File: src/bbx_shift_unit.sv
// Package of shared encodings, plus the shift, rotate and swap datapath.
// Assumes a single core clock; the datapath itself is purely combinational.
package bbx_pkg;
    // Status flag positions
    localparam logic [2:0] FLAG_C = 3'h0;
    localparam logic [2:0] FLAG_Z = 3'h1;
    localparam logic [2:0] FLAG_N = 3'h2;
    localparam logic [2:0] FLAG_V = 3'h3;
    localparam logic [2:0] FLAG_S = 3'h4;
    localparam logic [2:0] FLAG_H = 3'h5;
    localparam logic [2:0] FLAG_T = 3'h6;
    localparam logic [2:0] FLAG_I = 3'h7;
    localparam logic [7:0] FLAGS_RESET = 8'h00;
    localparam logic [7:0] BIT_ONE     = 8'h01;
    // Cycle counts
    localparam logic [1:0] CYC_SINGLE       = 2'h1;
    localparam logic [1:0] CYC_BRANCH_TAKEN = 2'h2;
    localparam logic [1:0] CYC_SKIP_ONE     = 2'h2;
    localparam logic [1:0] CYC_SKIP_TWO     = 2'h3;
    // Program counter steps in words
    localparam int PC_STEP_NEXT     = 1;
    localparam int PC_STEP_SKIP_ONE = 2;
    localparam int PC_STEP_SKIP_TWO = 3;

    typedef enum logic [5:0] {
        OP_NOP                  = 6'b000000,
        OP_SKIP_IF_IO_BIT_CLEAR = 6'b000001,
        OP_SKIP_IF_IO_BIT_SET   = 6'b000010,
        OP_BRANCH_FLAG_SET      = 6'b000011,
        OP_BRANCH_FLAG_CLEAR    = 6'b000100,
        OP_BRANCH_EQUAL         = 6'b000101,
        OP_BRANCH_NOT_EQUAL     = 6'b000110,
        OP_BRANCH_CARRY_SET     = 6'b000111,
        OP_BRANCH_CARRY_CLEAR   = 6'b001000,
        OP_BRANCH_SAME_HIGHER   = 6'b001001,
        OP_BRANCH_LOWER         = 6'b001010,
        OP_BRANCH_MINUS         = 6'b001011,
        OP_BRANCH_PLUS          = 6'b001100,
        OP_BRANCH_SIGNED_GE     = 6'b001101,
        OP_BRANCH_SIGNED_LT     = 6'b001110,
        OP_BRANCH_HALFCARRY_SET = 6'b001111,
        OP_BRANCH_HALFCARRY_CLR = 6'b010000,
        OP_BRANCH_TRANSFER_SET  = 6'b010001,
        OP_BRANCH_TRANSFER_CLR  = 6'b010010,
        OP_BRANCH_OVERFLOW_SET  = 6'b010011,
        OP_BRANCH_OVERFLOW_CLR  = 6'b010100,
        OP_BRANCH_IRQ_ENABLED   = 6'b010101,
        OP_BRANCH_IRQ_DISABLED  = 6'b010110,
        OP_SHIFT_LEFT_LOGICAL   = 6'b010111,
        OP_SHIFT_RIGHT_LOGICAL  = 6'b011000,
        OP_ROTATE_LEFT_CARRY    = 6'b011001,
        OP_ROTATE_RIGHT_CARRY   = 6'b011010,
        OP_SHIFT_RIGHT_ARITH    = 6'b011011,
        OP_NIBBLE_SWAP          = 6'b011100,
        OP_FLAG_FORCE_ONE       = 6'b011101,
        OP_FLAG_FORCE_ZERO      = 6'b011110,
        OP_IO_BIT_FORCE_ONE     = 6'b011111,
        OP_IO_BIT_FORCE_ZERO    = 6'b100000,
        OP_BIT_TO_TRANSFER_FLAG = 6'b100001,
        OP_TRANSFER_FLAG_TO_BIT = 6'b100010,
        OP_CARRY_FORCE_ONE      = 6'b100011,
        OP_CARRY_FORCE_ZERO     = 6'b100100,
        OP_NEGATIVE_FORCE_ONE   = 6'b100101,
        OP_NEGATIVE_FORCE_ZERO  = 6'b100110,
        OP_ZERO_FORCE_ONE       = 6'b100111,
        OP_ZERO_FORCE_ZERO      = 6'b101000,
        OP_IRQ_GLOBAL_ON        = 6'b101001,
        OP_IRQ_GLOBAL_OFF       = 6'b101010,
        OP_SIGNED_FORCE_ONE     = 6'b101011,
        OP_SIGNED_FORCE_ZERO    = 6'b101100,
        OP_OVERFLOW_FORCE_ONE   = 6'b101101,
        OP_OVERFLOW_FORCE_ZERO  = 6'b101110,
        OP_TRANSFER_FORCE_ONE   = 6'b101111,
        OP_TRANSFER_FORCE_ZERO  = 6'b110000,
        OP_HALFCARRY_FORCE_ONE  = 6'b110001,
        OP_HALFCARRY_FORCE_ZERO = 6'b110010
    } bbx_op_type;

    typedef enum logic [0:0] {
        ST_READY = 1'b0,
        ST_STALL = 1'b1
    } bbx_state_type;

    // Fixed-flag ops: {hit, flag index, wanted or forced value}
    function automatic logic [4:0] bbx_flag_map(input bbx_op_type op);
        case (op)
            OP_BRANCH_EQUAL:         bbx_flag_map = {1'b1, FLAG_Z, 1'b1};
            OP_BRANCH_NOT_EQUAL:     bbx_flag_map = {1'b1, FLAG_Z, 1'b0};
            OP_BRANCH_CARRY_SET:     bbx_flag_map = {1'b1, FLAG_C, 1'b1};
            OP_BRANCH_LOWER:         bbx_flag_map = {1'b1, FLAG_C, 1'b1};
            OP_BRANCH_CARRY_CLEAR:   bbx_flag_map = {1'b1, FLAG_C, 1'b0};
            OP_BRANCH_SAME_HIGHER:   bbx_flag_map = {1'b1, FLAG_C, 1'b0};
            OP_BRANCH_MINUS:         bbx_flag_map = {1'b1, FLAG_N, 1'b1};
            OP_BRANCH_PLUS:          bbx_flag_map = {1'b1, FLAG_N, 1'b0};
            OP_BRANCH_HALFCARRY_SET: bbx_flag_map = {1'b1, FLAG_H, 1'b1};
            OP_BRANCH_HALFCARRY_CLR: bbx_flag_map = {1'b1, FLAG_H, 1'b0};
            OP_BRANCH_TRANSFER_SET:  bbx_flag_map = {1'b1, FLAG_T, 1'b1};
            OP_BRANCH_TRANSFER_CLR:  bbx_flag_map = {1'b1, FLAG_T, 1'b0};
            OP_BRANCH_OVERFLOW_SET:  bbx_flag_map = {1'b1, FLAG_V, 1'b1};
            OP_BRANCH_OVERFLOW_CLR:  bbx_flag_map = {1'b1, FLAG_V, 1'b0};
            OP_BRANCH_IRQ_ENABLED:   bbx_flag_map = {1'b1, FLAG_I, 1'b1};
            OP_BRANCH_IRQ_DISABLED:  bbx_flag_map = {1'b1, FLAG_I, 1'b0};
            OP_CARRY_FORCE_ONE:      bbx_flag_map = {1'b1, FLAG_C, 1'b1};
            OP_CARRY_FORCE_ZERO:     bbx_flag_map = {1'b1, FLAG_C, 1'b0};
            OP_NEGATIVE_FORCE_ONE:   bbx_flag_map = {1'b1, FLAG_N, 1'b1};
            OP_NEGATIVE_FORCE_ZERO:  bbx_flag_map = {1'b1, FLAG_N, 1'b0};
            OP_ZERO_FORCE_ONE:       bbx_flag_map = {1'b1, FLAG_Z, 1'b1};
            OP_ZERO_FORCE_ZERO:      bbx_flag_map = {1'b1, FLAG_Z, 1'b0};
            OP_IRQ_GLOBAL_ON:        bbx_flag_map = {1'b1, FLAG_I, 1'b1};
            OP_IRQ_GLOBAL_OFF:       bbx_flag_map = {1'b1, FLAG_I, 1'b0};
            OP_SIGNED_FORCE_ONE:     bbx_flag_map = {1'b1, FLAG_S, 1'b1};
            OP_SIGNED_FORCE_ZERO:    bbx_flag_map = {1'b1, FLAG_S, 1'b0};
            OP_OVERFLOW_FORCE_ONE:   bbx_flag_map = {1'b1, FLAG_V, 1'b1};
            OP_OVERFLOW_FORCE_ZERO:  bbx_flag_map = {1'b1, FLAG_V, 1'b0};
            OP_TRANSFER_FORCE_ONE:   bbx_flag_map = {1'b1, FLAG_T, 1'b1};
            OP_TRANSFER_FORCE_ZERO:  bbx_flag_map = {1'b1, FLAG_T, 1'b0};
            OP_HALFCARRY_FORCE_ONE:  bbx_flag_map = {1'b1, FLAG_H, 1'b1};
            OP_HALFCARRY_FORCE_ZERO: bbx_flag_map = {1'b1, FLAG_H, 1'b0};
            default:                 bbx_flag_map = 5'h00;
        endcase
    endfunction : bbx_flag_map
endpackage : bbx_pkg

module bbx_shift_unit
    import bbx_pkg::*;
(
    // Operation
    input  wire bbx_op_type op,
    input  wire logic [7:0] value,
    input  wire logic [7:0] flags_in,
    // Result
    output logic            hit,
    output logic [7:0]      result,
    output logic [7:0]      flags_out
);
    logic       carry_out;
    logic       neg;
    logic       ovf;
    logic       keep_h;

    assign hit = (op == OP_SHIFT_LEFT_LOGICAL) || (op == OP_SHIFT_RIGHT_LOGICAL)
               || (op == OP_ROTATE_LEFT_CARRY) || (op == OP_ROTATE_RIGHT_CARRY)
               || (op == OP_SHIFT_RIGHT_ARITH) || (op == OP_NIBBLE_SWAP);

    always_comb begin
        result    = value;
        carry_out = flags_in[FLAG_C];
        keep_h    = 1'b1;
        case (op)
            OP_SHIFT_LEFT_LOGICAL: begin
                result    = {value[6:0], 1'b0};
                carry_out = value[7];
                keep_h    = 1'b0;
            end
            OP_ROTATE_LEFT_CARRY: begin
                result    = {value[6:0], flags_in[FLAG_C]};
                carry_out = value[7];
                keep_h    = 1'b0;
            end
            OP_ROTATE_RIGHT_CARRY: begin
                result    = {flags_in[FLAG_C], value[7:1]};
                carry_out = value[0];
            end
            OP_SHIFT_RIGHT_LOGICAL: begin
                result    = {1'b0, value[7:1]};
                carry_out = value[0];
            end
            OP_SHIFT_RIGHT_ARITH: begin
                result    = {value[7], value[7:1]};
                carry_out = value[0];
            end
            OP_NIBBLE_SWAP: result = {value[3:0], value[7:4]};
            default: result = value;
        endcase
    end

    assign neg = result[7];
    assign ovf = neg ^ carry_out;

    always_comb begin
        flags_out = flags_in;
        if (hit && (op != OP_NIBBLE_SWAP)) begin
            flags_out[FLAG_C] = carry_out;
            flags_out[FLAG_Z] = (result == 8'h00);
            flags_out[FLAG_N] = neg;
            flags_out[FLAG_V] = ovf;
            flags_out[FLAG_S] = neg ^ ovf;
            // Left shifts expose bit 3 as the half carry
            flags_out[FLAG_H] = keep_h ? flags_in[FLAG_H] : value[3];
        end
    end
endmodule : bbx_shift_unit

File: src/bbx_exec.sv
// Executes branch, skip, shift, bit-transfer and status-flag instructions.
// Assumes a decoded op with operand fields from the core's decoder, a
// register file read port and a same-clock I/O bus with combinational read.
// Function
// - I/O bit skip takes 1, 2 or 3 cycles by skipped instruction length
// - Flag branch on bit s: taken goes to PC+k+1 in 2 cycles, else 1
// - Equal, carry and minus branches test Z, C and N with given polarity
// - Signed GE branches on N xor V clear, signed LT on set
// - Half-carry, transfer and overflow branches exist for set and clear
// - Interrupt-enable branches test I and alter no status flag
// - Shift left and rotate left update Z,C,N,V,H in one cycle
// - Rotate right through carry updates Z,C,N,V in one cycle
// - Logical and arithmetic right shifts update Z,C,N,V in one cycle
// - Bit store to T, bit load from T, nibble swap, one cycle
// - I/O bit set or clear keeps other bits and flags, one cycle
// - Dedicated and generic one-cycle flag set and clear touch one flag
// - Global interrupt on and off change only I, one cycle
module bbx_exec
    import bbx_pkg::*;
#(
    parameter int PC_WIDTH = 9
) (
    // Clock and reset
    input  wire logic                ref_clk,
    input  wire logic                sys_rst,
    // Decoded instruction
    input  wire logic                instr_valid,
    input  wire bbx_op_type          instr_op,
    input  wire logic [2:0]          flag_index,
    input  wire logic [2:0]          bit_index,
    input  wire logic [5:0]          io_addr,
    input  wire logic [6:0]          branch_offset,
    input  wire logic                next_two_word,
    output logic                     instr_ready,
    // Register file
    input  wire logic [7:0]          reg_value,
    output logic [7:0]               reg_wdata,
    output logic                     reg_we,
    // I/O bus
    output logic [5:0]               io_rd_addr,
    input  wire logic [7:0]          io_rdata,
    output logic [5:0]               io_wr_addr,
    output logic [7:0]               io_wdata,
    output logic                     io_we,
    // Core state
    output logic [7:0]               status_flags,
    output logic [PC_WIDTH-1:0]      pc
);
    localparam logic [1:0] WAIT_NONE = 2'h0;

    bbx_state_type         state;
    logic [1:0]            wait_left;
    logic                  accept;
    logic [4:0]            flag_map;
    logic                  map_hit;
    logic [2:0]            map_idx;
    logic                  map_pol;
    logic                  is_gen_branch;
    logic                  is_signed_branch;
    logic                  is_fixed_branch;
    logic                  is_branch;
    logic [2:0]            sel_idx;
    logic                  want;
    logic                  cond_bit;
    logic                  taken;
    logic                  is_skip;
    logic                  io_bit;
    logic                  skip_hit;
    logic [1:0]            cycles;
    logic [PC_WIDTH-1:0]   offset_ext;
    logic [PC_WIDTH-1:0]   next_pc;
    logic                  is_gen_flag;
    logic                  is_fixed_flag;
    logic                  flag_write;
    logic                  flag_pol;
    logic [7:0]            flag_mask;
    logic [7:0]            forced_flags;
    logic [7:0]            bst_flags;
    logic [7:0]            bit_mask;
    logic                  is_io_bit;
    logic                  is_bld;
    logic                  is_bst;
    logic                  sh_hit;
    logic [7:0]            sh_result;
    logic [7:0]            sh_flags;
    logic [7:0]            next_flags;
    logic [7:0]            next_reg_wdata;

    assign state       = (wait_left == WAIT_NONE) ? ST_READY : ST_STALL;
    assign instr_ready = (state == ST_READY);
    assign accept      = instr_valid && instr_ready;
    assign io_rd_addr  = io_addr;

    // Flag selection shared by branches and flag writes
    assign flag_map         = bbx_flag_map(instr_op);
    assign map_hit          = flag_map[4];
    assign map_idx          = flag_map[3:1];
    assign map_pol          = flag_map[0];
    assign is_gen_branch    = (instr_op == OP_BRANCH_FLAG_SET)
                            || (instr_op == OP_BRANCH_FLAG_CLEAR);
    assign is_signed_branch = (instr_op == OP_BRANCH_SIGNED_GE)
                            || (instr_op == OP_BRANCH_SIGNED_LT);
    assign is_fixed_branch  = map_hit && (instr_op <= OP_BRANCH_IRQ_DISABLED);
    assign is_branch        = is_gen_branch || is_signed_branch || is_fixed_branch;
    assign is_gen_flag      = (instr_op == OP_FLAG_FORCE_ONE)
                            || (instr_op == OP_FLAG_FORCE_ZERO);
    assign is_fixed_flag    = map_hit && (instr_op >= OP_CARRY_FORCE_ONE);
    assign sel_idx          = (is_gen_branch || is_gen_flag) ? flag_index : map_idx;

    // Branch condition
    assign want     = is_gen_branch    ? (instr_op == OP_BRANCH_FLAG_SET)
                    : is_signed_branch ? (instr_op == OP_BRANCH_SIGNED_LT)
                    : map_pol;
    assign cond_bit = is_signed_branch ? (status_flags[FLAG_N] ^ status_flags[FLAG_V])
                                       : status_flags[sel_idx];
    assign taken    = is_branch && (cond_bit == want);

    // Skip on I/O bit
    assign is_skip  = (instr_op == OP_SKIP_IF_IO_BIT_CLEAR)
                    || (instr_op == OP_SKIP_IF_IO_BIT_SET);
    assign io_bit   = io_rdata[bit_index];
    assign skip_hit = is_skip && (io_bit == (instr_op == OP_SKIP_IF_IO_BIT_SET));

    assign cycles = taken    ? CYC_BRANCH_TAKEN
                  : skip_hit ? (next_two_word ? CYC_SKIP_TWO : CYC_SKIP_ONE)
                  : CYC_SINGLE;

    // Offset is a signed word count
    assign offset_ext = PC_WIDTH'($signed(branch_offset));
    assign next_pc    = taken    ? pc + offset_ext + PC_WIDTH'(PC_STEP_NEXT)
                      : skip_hit ? pc + (next_two_word ? PC_WIDTH'(PC_STEP_SKIP_TWO)
                                                       : PC_WIDTH'(PC_STEP_SKIP_ONE))
                      : pc + PC_WIDTH'(PC_STEP_NEXT);

    // Flag writes
    assign flag_write   = is_gen_flag || is_fixed_flag;
    assign flag_pol     = is_gen_flag ? (instr_op == OP_FLAG_FORCE_ONE) : map_pol;
    assign flag_mask    = BIT_ONE << sel_idx;
    assign forced_flags = flag_pol ? (status_flags | flag_mask)
                                   : (status_flags & ~flag_mask);
    assign bit_mask     = BIT_ONE << bit_index;
    assign is_bst       = (instr_op == OP_BIT_TO_TRANSFER_FLAG);
    assign is_bld       = (instr_op == OP_TRANSFER_FLAG_TO_BIT);
    assign bst_flags    = reg_value[bit_index] ? (status_flags | (BIT_ONE << FLAG_T))
                                               : (status_flags & ~(BIT_ONE << FLAG_T));
    assign is_io_bit    = (instr_op == OP_IO_BIT_FORCE_ONE)
                        || (instr_op == OP_IO_BIT_FORCE_ZERO);

    bbx_shift_unit u_shift (
        .op        (instr_op),
        .value     (reg_value),
        .flags_in  (status_flags),
        .hit       (sh_hit),
        .result    (sh_result),
        .flags_out (sh_flags)
    );

    // Branches, skips, swap and I/O bit ops leave the flags alone
    assign next_flags = !accept   ? status_flags
                      : sh_hit    ? sh_flags
                      : flag_write? forced_flags
                      : is_bst    ? bst_flags
                      : status_flags;

    assign next_reg_wdata = is_bld ? (status_flags[FLAG_T] ? (reg_value | bit_mask)
                                                           : (reg_value & ~bit_mask))
                                   : sh_result;

    always_ff @(posedge ref_clk) begin
        if (sys_rst) begin
            wait_left <= WAIT_NONE;
        end else if (accept) begin
            wait_left <= cycles - CYC_SINGLE;
        end else if (wait_left != WAIT_NONE) begin
            wait_left <= wait_left - CYC_SINGLE;
        end
    end

    always_ff @(posedge ref_clk) begin
        if (sys_rst) begin
            pc           <= '0;
            status_flags <= FLAGS_RESET;
        end else begin
            if (accept) begin
                pc <= next_pc;
            end
            status_flags <= next_flags;
        end
    end

    always_ff @(posedge ref_clk) begin
        if (sys_rst) begin
            reg_we    <= 1'b0;
            reg_wdata <= 8'h00;
        end else begin
            reg_we    <= accept && (sh_hit || is_bld);
            reg_wdata <= next_reg_wdata;
        end
    end

    // Read-modify-write of the I/O location in the accepting cycle
    always_ff @(posedge ref_clk) begin
        if (sys_rst) begin
            io_we      <= 1'b0;
            io_wr_addr <= 6'h00;
            io_wdata   <= 8'h00;
        end else begin
            io_we      <= accept && is_io_bit;
            io_wr_addr <= io_addr;
            io_wdata   <= (instr_op == OP_IO_BIT_FORCE_ONE) ? (io_rdata | bit_mask)
                                                            : (io_rdata & ~bit_mask);
        end
    end
endmodule : bbx_exec

File: config.mk
export PLATFORM = sky130hd
export DESIGN_NAME = bbx_exec
export DESIGN_NICKNAME = d
export VERILOG_FILES = /design/src/bbx_shift_unit.sv /design/src/bbx_exec.sv
export SDC_FILE = /design/constraint.sdc
export NUM_CORES = 1
export LEC_CHECK = 0
export ABC_AREA = 1
export BUFFER_PORTS_ARGS = -buffer_cell sky130_fd_sc_hd__buf_2
export CAP_MARGIN = 20
export CORE_ASPECT_RATIO = 1.2
export CORE_MARGIN = 8
export CORE_UTILIZATION = 45
export CTS_BUF_LIST = sky130_fd_sc_hd__clkbuf_2 sky130_fd_sc_hd__clkbuf_4 sky130_fd_sc_hd__clkbuf_8
export DETAILED_ROUTE_END_ITERATION = 6
export PLACE_DENSITY = 0.71
export SYNTH_ARGS = -nofsm -noshare
export SYNTH_HDL_FRONTEND = slang
export SYNTH_SLANG_ARGS = --single-unit
File: constraint.sdc
create_clock -name ref_clk -period 3.5 [get_ports ref_clk]
set_input_delay 0 -clock ref_clk [delete_from_list [all_inputs] [get_ports ref_clk]]
set_output_delay 0 -clock ref_clk [all_outputs]
set_load 0.005 [all_outputs]
; After elaboration in Yosys (flattened, before gate mapping)
; Memories as Yosys holds them, arrays and structs flattened.
; Cells that the tools add are included.
[word_totals]
register_bits = 43
latch_bits = 0
ramBits = 0
rom_bits = 320
out_inout_bits = 48
wordCells = 125
n_memories = 1
[op_classes]
addsub = 6
n_mul = 0
n_div = 0
n_lt_le_gt_ge = 4
n_eq_ne = 23
shifts = 2
muxes = 31
n_bitwise = 12
n_reduce_logical = 35
[memory_table]
columns = memory, depth, word_bits, read_ports, rd_ports_with_merged_regs, wr, line
row1 = (no name shown), 64, 5, 1, 0, 0, bbx_shift_unit.sv:86  ; case (op)
[ops]
columns = operator, count
row1 = 6-bit by 5-bit == test with 1-bit output (second input constant), 9
row2 = 8-bit one-hot mux with 6 select lines, 1
row3 = 8-bit 2-to-1 mux, 5
row4 = 8-bit bitwise AND, 3
row5 = 8-bit OR, 3
row6 = 9-bit by 1-bit adder with 9-bit output (second input constant), 2
row7 = 6-bit == test (second input constant), 3
row8 = 9-bit 2-to-1 mux, 2
row9 = 8-bit NOT, 2
row10 = 1-bit by 3-bit << shifter with 8-bit output (first input constant), 2
row11 = 1-bit logical OR, 15
row12 = 7-bit 2-to-1 mux, 2
row13 = 6-bit by 2-bit == test with 1-bit output (second input constant), 2
row14 = 6-bit by 4-bit == test with 1-bit output (second input constant), 2
row15 = 6-bit 2-to-1 mux, 2
row16 = 1-bit 2-to-1 mux, 10
row17 = 9-bit by 2-bit adder with 9-bit output, 1
row18 = 9-bit adder, 1
row19 = 1-bit binary-select mux with 3-bit select, 3
row20 = 3-bit AND reduction, 3
row21 = 1-bit logical AND, 8
row22 = 8-bit zero test, 1
row23 = 3-bit by 4-bit less-than comparator with 1-bit output (second input constant), 2
row24 = 2-bit 2-to-1 mux, 4
row25 = 18 further kinds, 25

; Depth between registers and ports, before layout
; Gate-level depths: netlist (run 1).
[depth]
word_depth = 12
mapped_depth = 22
mapped_depth_nobuf = 22

; By module
; Synthesis (run 1) repeated with hierarchy kept, for this count alone.
[unflattened]
hier_cells = 645
hier_area_um2 = 4103.9
[by_module_without_submodules]
columns = mod, n_inst, cells_per_inst, area_per_inst_um2, seq_area_each_um2
row1 = bbx_exec, 1, 524, 3500.9, 860.8
row2 = bbx_shift_unit, 1, 121, 603.1, 0.0

; Worst setup path before layout (run 1)
; No wires, ideal clock.
[synth_path]
kind = in2reg
startpoint = input instr_op[0]
endpoint = register pc[8]
arrival_time_ns = 2.592
required_ns = 3.391
slack_ns = 0.798
cell_stages = 21
path_buffers = 1
cell_sequence = inv_1 > ha_1 > clkbuf_1 > nor3_1 > nand2_1 > o21ai_0 > inv_1 > or2_2 > ha_1 > inv_1 > fa_1 > or2_2 > nor2_1 > nand2_1 > nor2_1 > nand3_1 > xor2_1 > nand2_1 > nand3_1 > nand2_1 > inv_1
[synth_via]
elab_chain_cells = 10
word_cells_on_any_way = 30
classes_between = order compare: 1 / eq/ne: 10 / mux: 8 / reduce/logical: 10 / memory: 1
[synth_rtl]
columns = element, line
row1 = start: declaration, bbx_exec.sv:28  ; input wire bbx_op_type instr_op,
row2 = branches (longest 9 deep; another with memory 64 x 5 bit), -
row3 = 9-bit 2-to-1 mux *, bbx_exec.sv:130  ; assign next_pc = taken ? pc + offset_ext + PC_WIDTH'(PC_STEP_NEXT)
row4 = end signal: assignment, bbx_exec.sv:185  ; pc <= next_pc;
row5 = end: declaration, bbx_exec.sv:47  ; output logic [PC_WIDTH-1:0] pc
; Mark *: on every way between the ends. The select of a mux whose other input is x is not followed.
; A chain may end at the register's enable or synchronous reset.

; Worst setup path after layout (run 1)
[layout_path]
startpoint = input io_rdata[6]
endpoint = register pc[8]
[layout_via]
elab_chain_cells = 6
[layout_rtl]
columns = element, line
row1 = start: declaration, bbx_exec.sv:41  ; input wire logic [7:0] io_rdata,
row2 = 1-bit binary-select mux with 3-bit select, bbx_exec.sv:121  ; assign io_bit = io_rdata[bit_index];
row3 = 1-bit 2-to-1 mux (implied by the code), bbx_exec.sv:121
row4 = 1-bit == test, bbx_exec.sv:122  ; assign skip_hit = is_skip && (io_bit == (instr_op == OP_SKIP_IF_IO_BIT_SET));
row5 = 1-bit logical AND, bbx_exec.sv:122
row6 = 9-bit 2-to-1 mux, bbx_exec.sv:131  ; : skip_hit ? pc + (next_two_word ? PC_WIDTH'(PC_STEP_SKIP_TWO)
row7 = 9-bit 2-to-1 mux, bbx_exec.sv:130
; Every way passes these cells. The select of a mux whose other input is x is not followed.

==> impl_summary.log, run 1 <==
INFO  metric post_drt_wl_per_cell = 14.8 um
INFO  metric die_width = 98.8 um
INFO  metric mostFrequentLayoutCell = nand2_1
INFO  metric min_path_type = in2reg
INFO  metric grt_first_pass_wirelength = 19.1 mm
INFO  metric post_drt_via_cell_ratio = 5.55
INFO  metric floorplan.initialDensity = 0.459
INFO  metric rsz0062_at_grt = false
INFO  metric synthesis.area_per_instance = 6.35 sq um
INFO  metric cts_repair_resize_count = 0
INFO  metric max_cap_viol_count = 0
INFO  metric row_count = 36
INFO  metric vias = 4270
INFO  metric critPathMaxFanout = 3
INFO  metric netlist.top_cell.by_area = dfxtp_1
INFO  metric cts_hold_repair.buffers = 8
INFO  metric timing.critical_path.required = 3.70 ns
INFO  metric run_status = finished, final reports clean
INFO  metric grt_max_degree = 30
INFO  metric setup.worst_path.end_class = flop
INFO  metric total_number_of_h_tree_levels = 2
INFO  metric diodes_inserted = 0
INFO  metric synthDominantCellAreaShare = 0.233
INFO  metric cp.arrival = 3.24 ns
INFO  metric minimum_setup_slack_in_the_final_design = 0.457 ns
INFO  metric power.ir.vdd_worst = 0.136 mV
INFO  metric mostFrequentLayoutCells = nand2_1 (105), buf_2 (92), inv_1 (83), nand3_1 (56), a21oi_1 (54)
INFO  metric pin_count = 93
INFO  metric antenna_left = 0
INFO  metric cts_buffer_depth = 2
INFO  metric synth-warning-count = 0
INFO  metric gr-usage-all-layers = 0.201
INFO  metric synth_area = 0.00370 sq mm
INFO  metric met2_usage = 0.370
INFO  metric final_layout_size_suffix_gt1_frac = 0.215
INFO  metric synth_async_sr_flop_share = 0
INFO  metric finalWeightedCongestion = 0.953
INFO  metric final_net_count = 736
INFO  metric synth-seq-cells = 43
INFO  metric timing.final.setup_violations = 0
INFO  metric cts_tree = done
INFO  metric top_area_cells_in_the_synthesized_netlist = dfxtp_1 (23%), nand2_1 (11%), inv_1 (8.4%), nand3_1 (7.6%), a21oi_1 (7.3%)
INFO  metric use_met1 = 0.219
INFO  metric post_synth_inst_count = 583
INFO  metric synth_cell_type_count = 47
INFO  metric grt_pass1_vias = 4197
INFO  metric setup_total_negative_slack = 0 ns
INFO  metric route.detailed.drc = 0
INFO  metric cts_buffers = 5
INFO  metric power_per_cell_area = 348 mW/mm^2
INFO  metric worst_pin_slew = 0.589 ns
INFO  metric setup_crit_path_kind = in2reg
INFO  metric synth-seq-area-share = 0.233
INFO  metric floorplan.core_area = 0.00806 sq mm
INFO  metric synth_ff_type = dfxtp_1
INFO  metric die-area = 0.0114 sq mm
INFO  metric clk_transition_reported_paths = 0.08 ns
INFO  metric antenna_violations_before_repair = 0
INFO  metric fin_worst_skew = 0.0145 ns
INFO  metric dp.cells = 753
INFO  metric layout_overhead_on_the_synthesized_area = 18.9%
INFO  metric place.port_buffers = 92
INFO  metric pre_cts_ws = 0.360 ns
INFO  metric timing.final.crit_period = 3.04 ns
INFO  metric busiest_layer = met2
INFO  metric synth-edff-count = 0
INFO  metric report.final.hold_viol_count = 0
INFO  metric die_y = 115 um
INFO  metric layout.core_utilization = 0.546
INFO  metric timing.critical_path.from_type = primary input
INFO  metric post_cts.repair.setup_buffers = 0
INFO  metric maxClockFrequency = 329 MHz
INFO  metric clock-sinks = 43
INFO  metric globalRoute.totalOverflow = 0
INFO  metric met3_usage = 0.0242
INFO  metric report.final.slew_viol_count = 0
INFO  metric firstDrtPassIters = 6
INFO  metric final_cells = 769
INFO  metric dp_hpwl = 9.13 mm
INFO  metric total_wire_length = 11.4 mm
INFO  metric postSynthNetCount = 646
INFO  metric post-route-period-util = 0.869
INFO  metric clock_tree.root_cell = clkbuf_8
INFO  metric clk-insertion-delay-late = 0.30 ns
INFO  metric static-leakage-power = 2.29 nW
INFO  metric drt_iter0_drc = 309
INFO  metric max-slew-margin-rel = 0.605
[final cells by class]
| type | instances | area [sq um] |
|---|---|---|
| clock buffer | 6 | 76.3 |
| clock inverter | 2 | 60.1 |
| fill | 813 | 3660 |
| inverter | 95 | 357 |
| multi-input combinational | 426 | 2370 |
| sequential | 43 | 861 |
| tap | 95 | 119 |
| timing repair buffer | 102 | 556 |
[flip-flops by register name, indices dropped and copies added, names as in the netlist, named ones only]
| signal | cells |
|---|---|
| pc | 9 |
| io_wdata | 8 |
| reg_wdata | 8 |
| status_flags | 7 |
| io_wr_addr | 6 |
| wait_left | 2 |
| io_we | 1 |
| reg_we | 1 |
[cells in the mapped netlist, drive strengths merged, types with 2 or more instances]
cell type  instances
inv               94
o211ai             5
clkbuf             6
or2                5
a221oi             4
a31oi              4
a21oi             56
dfxtp             43
o21ai             48
o21bai             2
fa                 2
nor4               3
nand3             62
nand4             15
o31ai              3
a22oi              2
ha                16
nor2              52
xor2              12
o22ai             12
nor3               4
buf               13
nand2            113
[per-stage QoR]
stage	hold WS (ns)	power, mW	area, sq um
after floorplan	0.0808	0.903	3700
after global placement	0.185	1.06	4180
after detailed placement	0.184	1.06	4180
after CTS	0.00732	1.54	4400
after global routing	0.0355	1.63	4400
final	0.0129	1.53	4400
[path summary, 6_finish.rpt]
path                      startpoint                     end  slack, ns  cells past startpoint
hold / removal           io_rdata[3]  io_wdata[3]$_SDFF_PP0_       0.01                      3
hold reg to reg   pc[0]$_SDFFE_PP0P_      pc[0]$_SDFFE_PP0P_       0.53                      2
setup reg to reg  pc[0]$_SDFFE_PP0P_      pc[8]$_SDFFE_PP0P_       1.10                     15
setup / recovery         io_rdata[6]      pc[8]$_SDFFE_PP0P_       0.46                     21
[per-layer routing]
metal | wire length, um | vias to the layer above
li1 | - | 2129
met1 | 4530 | 1932
met3 | 601 | 38
met4 | 412 | 0
met5 | 0 | -
met2 | 5850 | 171
[worst max-delay path: stages]
cell           delay, ns
dlygate4sd3_1       0.53
buf_2               0.13
a22oi_1             0.14
nand4_1             0.10
nand2_1             0.11
o21ai_0             0.17
inv_1               0.16
or2_2               0.14
ha_1                0.16
inv_1               0.06
fa_1                0.37
or2_2               0.32
nor2_1              0.12
nand2_1             0.08
nor2_1              0.16
nand3_1             0.11
xor2_1              0.15
nand2_1             0.06
nand3_1             0.07
nand2_1             0.07
inv_1               0.03
[power breakdown]
group          leakage (nW)  internal (mW)  switching [mW]  total (mW)
clock network        0.0688          0.293           0.177       0.470
registers             0.355          0.526          0.0304       0.556
logic                  1.87          0.189           0.318       0.506
total                  2.29           1.01           0.525        1.53
[cells by family after synthesis]
logic type	Yosys count	synth area share
and+or+nand+nor	254	0.323
AOI/OAI and AO/OA	141	0.223
buffers and inverters	114	0.126
DFF	43	0.233
adders and majority gates	18	0.0649
xor gates and xnor gates	13	0.0308
Note: power is estimated with default switching activity, not from simulation.
==> run 2: changes to the inputs <==
- ABC_AREA: 1 -> 0
==> run 2 against run 1 <==
  * The run now ends with design-rule violations left
  * Via count decreased by 9.2%
  * Critical path depth decreased by 4
  * Worst setup slack got worse by 0.24 ns
  * Critical path type unchanged
  * Critical endpoint unchanged
==> impl_summary.log, run 2 <==
INFO  metric antenna_violations_before_repair = 0 (unchanged)
INFO  metric clk_transition_reported_paths = 0.08 ns (about the same)
INFO  metric p_int = 1.03 mW (was 1.01 mW)
INFO  metric grt_first_pass_wirelength = 17.4 mm (was 19.1 mm)
INFO  metric fin_area = 0.00454 sq mm (was 0.00440 sq mm)
INFO  metric final_net_count = 626 (was 736)
INFO  metric place.port_buffers = 92 (unchanged)
INFO  metric timing.critical_path.from_type = primary input (unchanged)
INFO  metric maxClockFrequency = 305 MHz (was 329 MHz)
INFO  metric total_wire_length = 10.9 mm (was 11.4 mm)
INFO  metric timing.critical_path.required = 3.70 ns (about the same)
INFO  metric gr-usage-all-layers = 0.183 (was 0.201)
INFO  metric sequential_group_share_of_total_power = 0.371 (was 0.363)
INFO  metric setup.reg_to_reg.worst_slack = 0.64 ns (was 1.10 ns)
INFO  metric postSynthNetCount = 541 (was 646)
INFO  metric fin_worst_skew = 0.00186 ns (was 0.0145 ns)
INFO  metric failed_checks = design-rule violations
INFO  metric vias = 3876 (was 4270)
INFO  metric cts_tree = done (unchanged)
INFO  metric cp.arrival = 3.48 ns (was 3.24 ns)
INFO  metric firstDrtPassIters = 7 (was 6)
INFO  metric total_number_of_h_tree_levels = 2 (unchanged)
INFO  metric post_drt_wl_per_cell = 16.6 um (was 14.8 um)
INFO  metric dp_hpwl = 8.44 mm (was 9.13 mm)
INFO  metric hold_path.startpoint = next_two_word (was io_rdata[3])
INFO  metric mostFrequentLayoutCells = buf_2 (92), dfxtp_1 (43), nand2_1 (42), nor2_1 (36), mux2i_1 (26) (was nand2_1 (105), buf_2 (92), inv_1 (83), nand3_1 (56), a21oi_1 (54))
INFO  metric layout.core_utilization = 0.560 (was 0.546)
INFO  metric synth_most_common_cell = dfxtp_1 (was nand2_1)
INFO  metric post_drt_via_cell_ratio = 5.88 (was 5.55)
INFO  metric synth_async_sr_flop_share = 0 (unchanged)
INFO  metric finalWeightedCongestion = 0.961 (was 0.953)
INFO  metric place_area = 0.00424 sq mm (was 0.00418 sq mm)
INFO  metric worst_pin_slew = 0.753 ns (was 0.589 ns)
INFO  metric floorplan.core_area = 0.00811 sq mm (was 0.00806 sq mm)
INFO  metric synth_cell_type_count = 72 (was 47)
INFO  metric post_synth_inst_count = 478 (was 583)
INFO  metric run_status = complete, but fails checks (was finished, final reports clean)
INFO  metric netlist.top_cell.by_area = dfxtp_1 (unchanged)
INFO  metric row_count = 36 (unchanged)
INFO  metric diodes_inserted = 0 (unchanged)
INFO  metric dp.cells = 637 (was 753)
INFO  metric setup_crit_path_kind = in2reg (unchanged)
INFO  metric report.final.slew_viol_count = 0 (unchanged)
INFO  metric p_comb_frac = 0.312 (was 0.330)
INFO  metric synthesis.area_per_instance = 7.88 sq um (was 6.35 sq um)
INFO  metric min_path_type = in2reg (unchanged)
INFO  metric netSwitchingPower = 0.460 mW (was 0.525 mW)
INFO  metric timing.final.setup_violations = 0 (unchanged)
INFO  metric report.final.hold_viol_count = 0 (unchanged)
INFO  metric worstReg2RegStart = pc[0]$_SDFFE_PP0P_ (unchanged)
INFO  metric clock-sinks = 43 (unchanged)
INFO  metric max_cap_viol_count = 0 (unchanged)
INFO  metric final_cells = 659 (was 769)
INFO  metric largest-register = pc (unchanged)
INFO  metric grt_pass1_vias = 3662 (was 4197)
INFO  metric synth_area = 0.00377 sq mm (was 0.00370 sq mm)
INFO  metric die-area = 0.0116 sq mm (was 0.0114 sq mm)
INFO  metric post-route-period-util = 0.937 (was 0.869)
INFO  metric whs_endpoint = wait_left[1]$_SDFFE_PP0P_ (was io_wdata[3]$_SDFF_PP0_)
INFO  metric layout_overhead_on_the_synthesized_area = 20.6% (was 18.9%)
INFO  metric synthDominantCellAreaShare = 0.229 (was 0.233)
INFO  metric antenna_left = 0 (unchanged)
INFO  metric r2r_end = pc[8]$_SDFFE_PP0P_ (unchanged)
INFO  metric grt_max_degree = 43 (was 30)
INFO  metric cts_buffers = 5 (unchanged)
INFO  metric critPathMaxFanout = 4 (was 3)
INFO  metric clock_tree.root_cell = clkbuf_8 (unchanged)
INFO  metric min_delay_path_depth = 3 (unchanged)
INFO  metric die_width = 99.5 um (was 98.8 um)
INFO  metric synth-warning-count = 0 (unchanged)
INFO  metric power_per_cell_area = 328 mW/mm^2 (was 348 mW/mm^2)
INFO  metric setup_total_negative_slack = 0 ns (unchanged)
INFO  metric cts_buffer_depth = 2 (unchanged)
INFO  metric drt_iter0_drc = 376 (was 309)
INFO  metric static-leakage-power = 1.98 nW (was 2.29 nW)
INFO  metric switching_share_of_total_power = 0.309 (was 0.343)
INFO  metric route.detailed.drc = 5 (was 0)
INFO  metric max-slew-margin-rel = 0.498 (was 0.605)
INFO  metric synth-edff-count = 0 (unchanged)
INFO  metric largest_register_ffs = 9 (unchanged)
INFO  metric post_cts.repair.setup_buffers = 0 (unchanged)
INFO  metric clk-insertion-delay-late = 0.30 ns (about the same)
INFO  metric floorplan.initialDensity = 0.465 (was 0.459)
INFO  metric timing.final.crit_period = 3.28 ns (was 3.04 ns)
INFO  metric share_clk_of_total_power = 0.317 (was 0.307)
INFO  metric mostFrequentLayoutCell = buf_2 (was nand2_1)
INFO  metric rr_worst_depth = 14 (was 15)
INFO  metric power.ir.vdd_worst = 0.193 mV (was 0.136 mV)
INFO  metric rsz0062_at_grt = false (unchanged)
INFO  metric final_layout_size_suffix_gt1_frac = 0.254 (was 0.215)
INFO  metric synth-seq-cells = 43 (unchanged)
INFO  metric die_y = 116 um (was 115 um)
INFO  metric synth_ff_type = dfxtp_1 (unchanged)
INFO  metric globalRoute.totalOverflow = 0 (unchanged)
INFO  metric setup.worst_path.end_class = flop (unchanged)
INFO  metric pin_count = 93 (unchanged)
INFO  metric synth_top_cells_by_count = dfxtp_1 (43), nand2_1 (42), nor2_1 (37) (was nand2_1 (105), inv_1 (83), nand3_1 (56))
INFO  metric top_area_cells_in_the_synthesized_netlist = dfxtp_1 (23%), mux2i_1 (6.9%), ha_1 (5.3%), nand2_1 (4.2%), nor2_1 (3.7%) (was dfxtp_1 (23%), nand2_1 (11%), inv_1 (8.4%), nand3_1 (7.6%), a21oi_1 (7.3%))
INFO  metric reg_top3 = pc (9), io_wdata (8), reg_wdata (8) (unchanged)
INFO  metric synth-seq-area-share = 0.229 (was 0.233)
INFO  metric worstSetupStartpoint = io_rdata[0] (was io_rdata[6])
run 2: worst max path at each step:
stage,depth (start not counted),end
detailed placement,13,pc[8]$_SDFFE_PP0P_
floorplan,11,pc[8]$_SDFFE_PP0P_
finish,17,pc[8]$_SDFFE_PP0P_
CTS,13,pc[8]$_SDFFE_PP0P_
global route,17,pc[8]$_SDFFE_PP0P_
global placement,12,pc[8]$_SDFFE_PP0P_
run 2: final cells by class:
class,count,area (sq um)
flip-flops and latches,43,861
well taps,95,119
clock buffers,6,76.3
inverters,25,93.8
clock inverters,2,60.1
repair buffers,117,683
fillers,764,3570
multi-input cells,371,2650
run 2: stage by stage:
stage | hold WS, ns | power (mW) | setup WS (ns)
floorplan | 0.0808 | 0.870 | 0.574
global placement | 0.179 | 1.00 | 0.261
detailed placement | 0.182 | 1.01 | 0.150
CTS | 0.00531 | 1.50 | 0.000114
global route | 0.0196 | 1.58 | 0.0364
finish | 0.0270 | 1.49 | 0.221
run 2: layer usage:
metal | routed length (um) | vias to the layer above | share of wire | global-route usage
met5 | 0 | - | 0 | 0
li1 | - | 1921 | - | -
met1 | 4330 | 1785 | 0.40 | 0.207
met2 | 5680 | 152 | 0.52 | 0.335
met4 | 220 | 0 | 0.020 | 0.0657
met3 | 719 | 18 | 0.066 | 0.0340
run 2: kinds of logic after synthesis:
kind of cell             after synthesis  synth area share
AO/OA/AOI/OAI                        132             0.251
XOR/XNOR                              10            0.0252
adder cells (fa/ha/maj)               18            0.0638
buffers and inverters                 64            0.0738
flip-flops                            43             0.229
multiplexers                          40             0.123
AND/OR/NAND/NOR                      171             0.235
run 2: critical path: stages:
cell and delay (ns):
dlygate4sd3_1 0.55, buf_2 0.13, mux4_2 0.44, mux2_2 0.30, nor3b_2 0.16, a21oi_1 0.06
or3_4 0.38, nor2_2 0.11, inv_1 0.05, ha_1 0.19, inv_1 0.07, fa_2 0.20
nand3b_1 0.13, or2_2 0.15, nor3_2 0.05, mux2i_1 0.15, mux2_2 0.34
run 2: power by group through the flow:
stage	clock [mW]	sequential [mW]	combinational, mW
after floorplan	0	0.559	0.310
after global placement	0	0.563	0.437
after detailed placement	0	0.563	0.447
after CTS	0.482	0.552	0.461
after global routing	0.504	0.557	0.517
final	0.472	0.553	0.464
run 2: timing repair:
action	CTS	global route
gates resized for setup	0	5
endpoints found under the setup margin	0	2
hold buffers	14	0
hold endpoints to repair	14	0
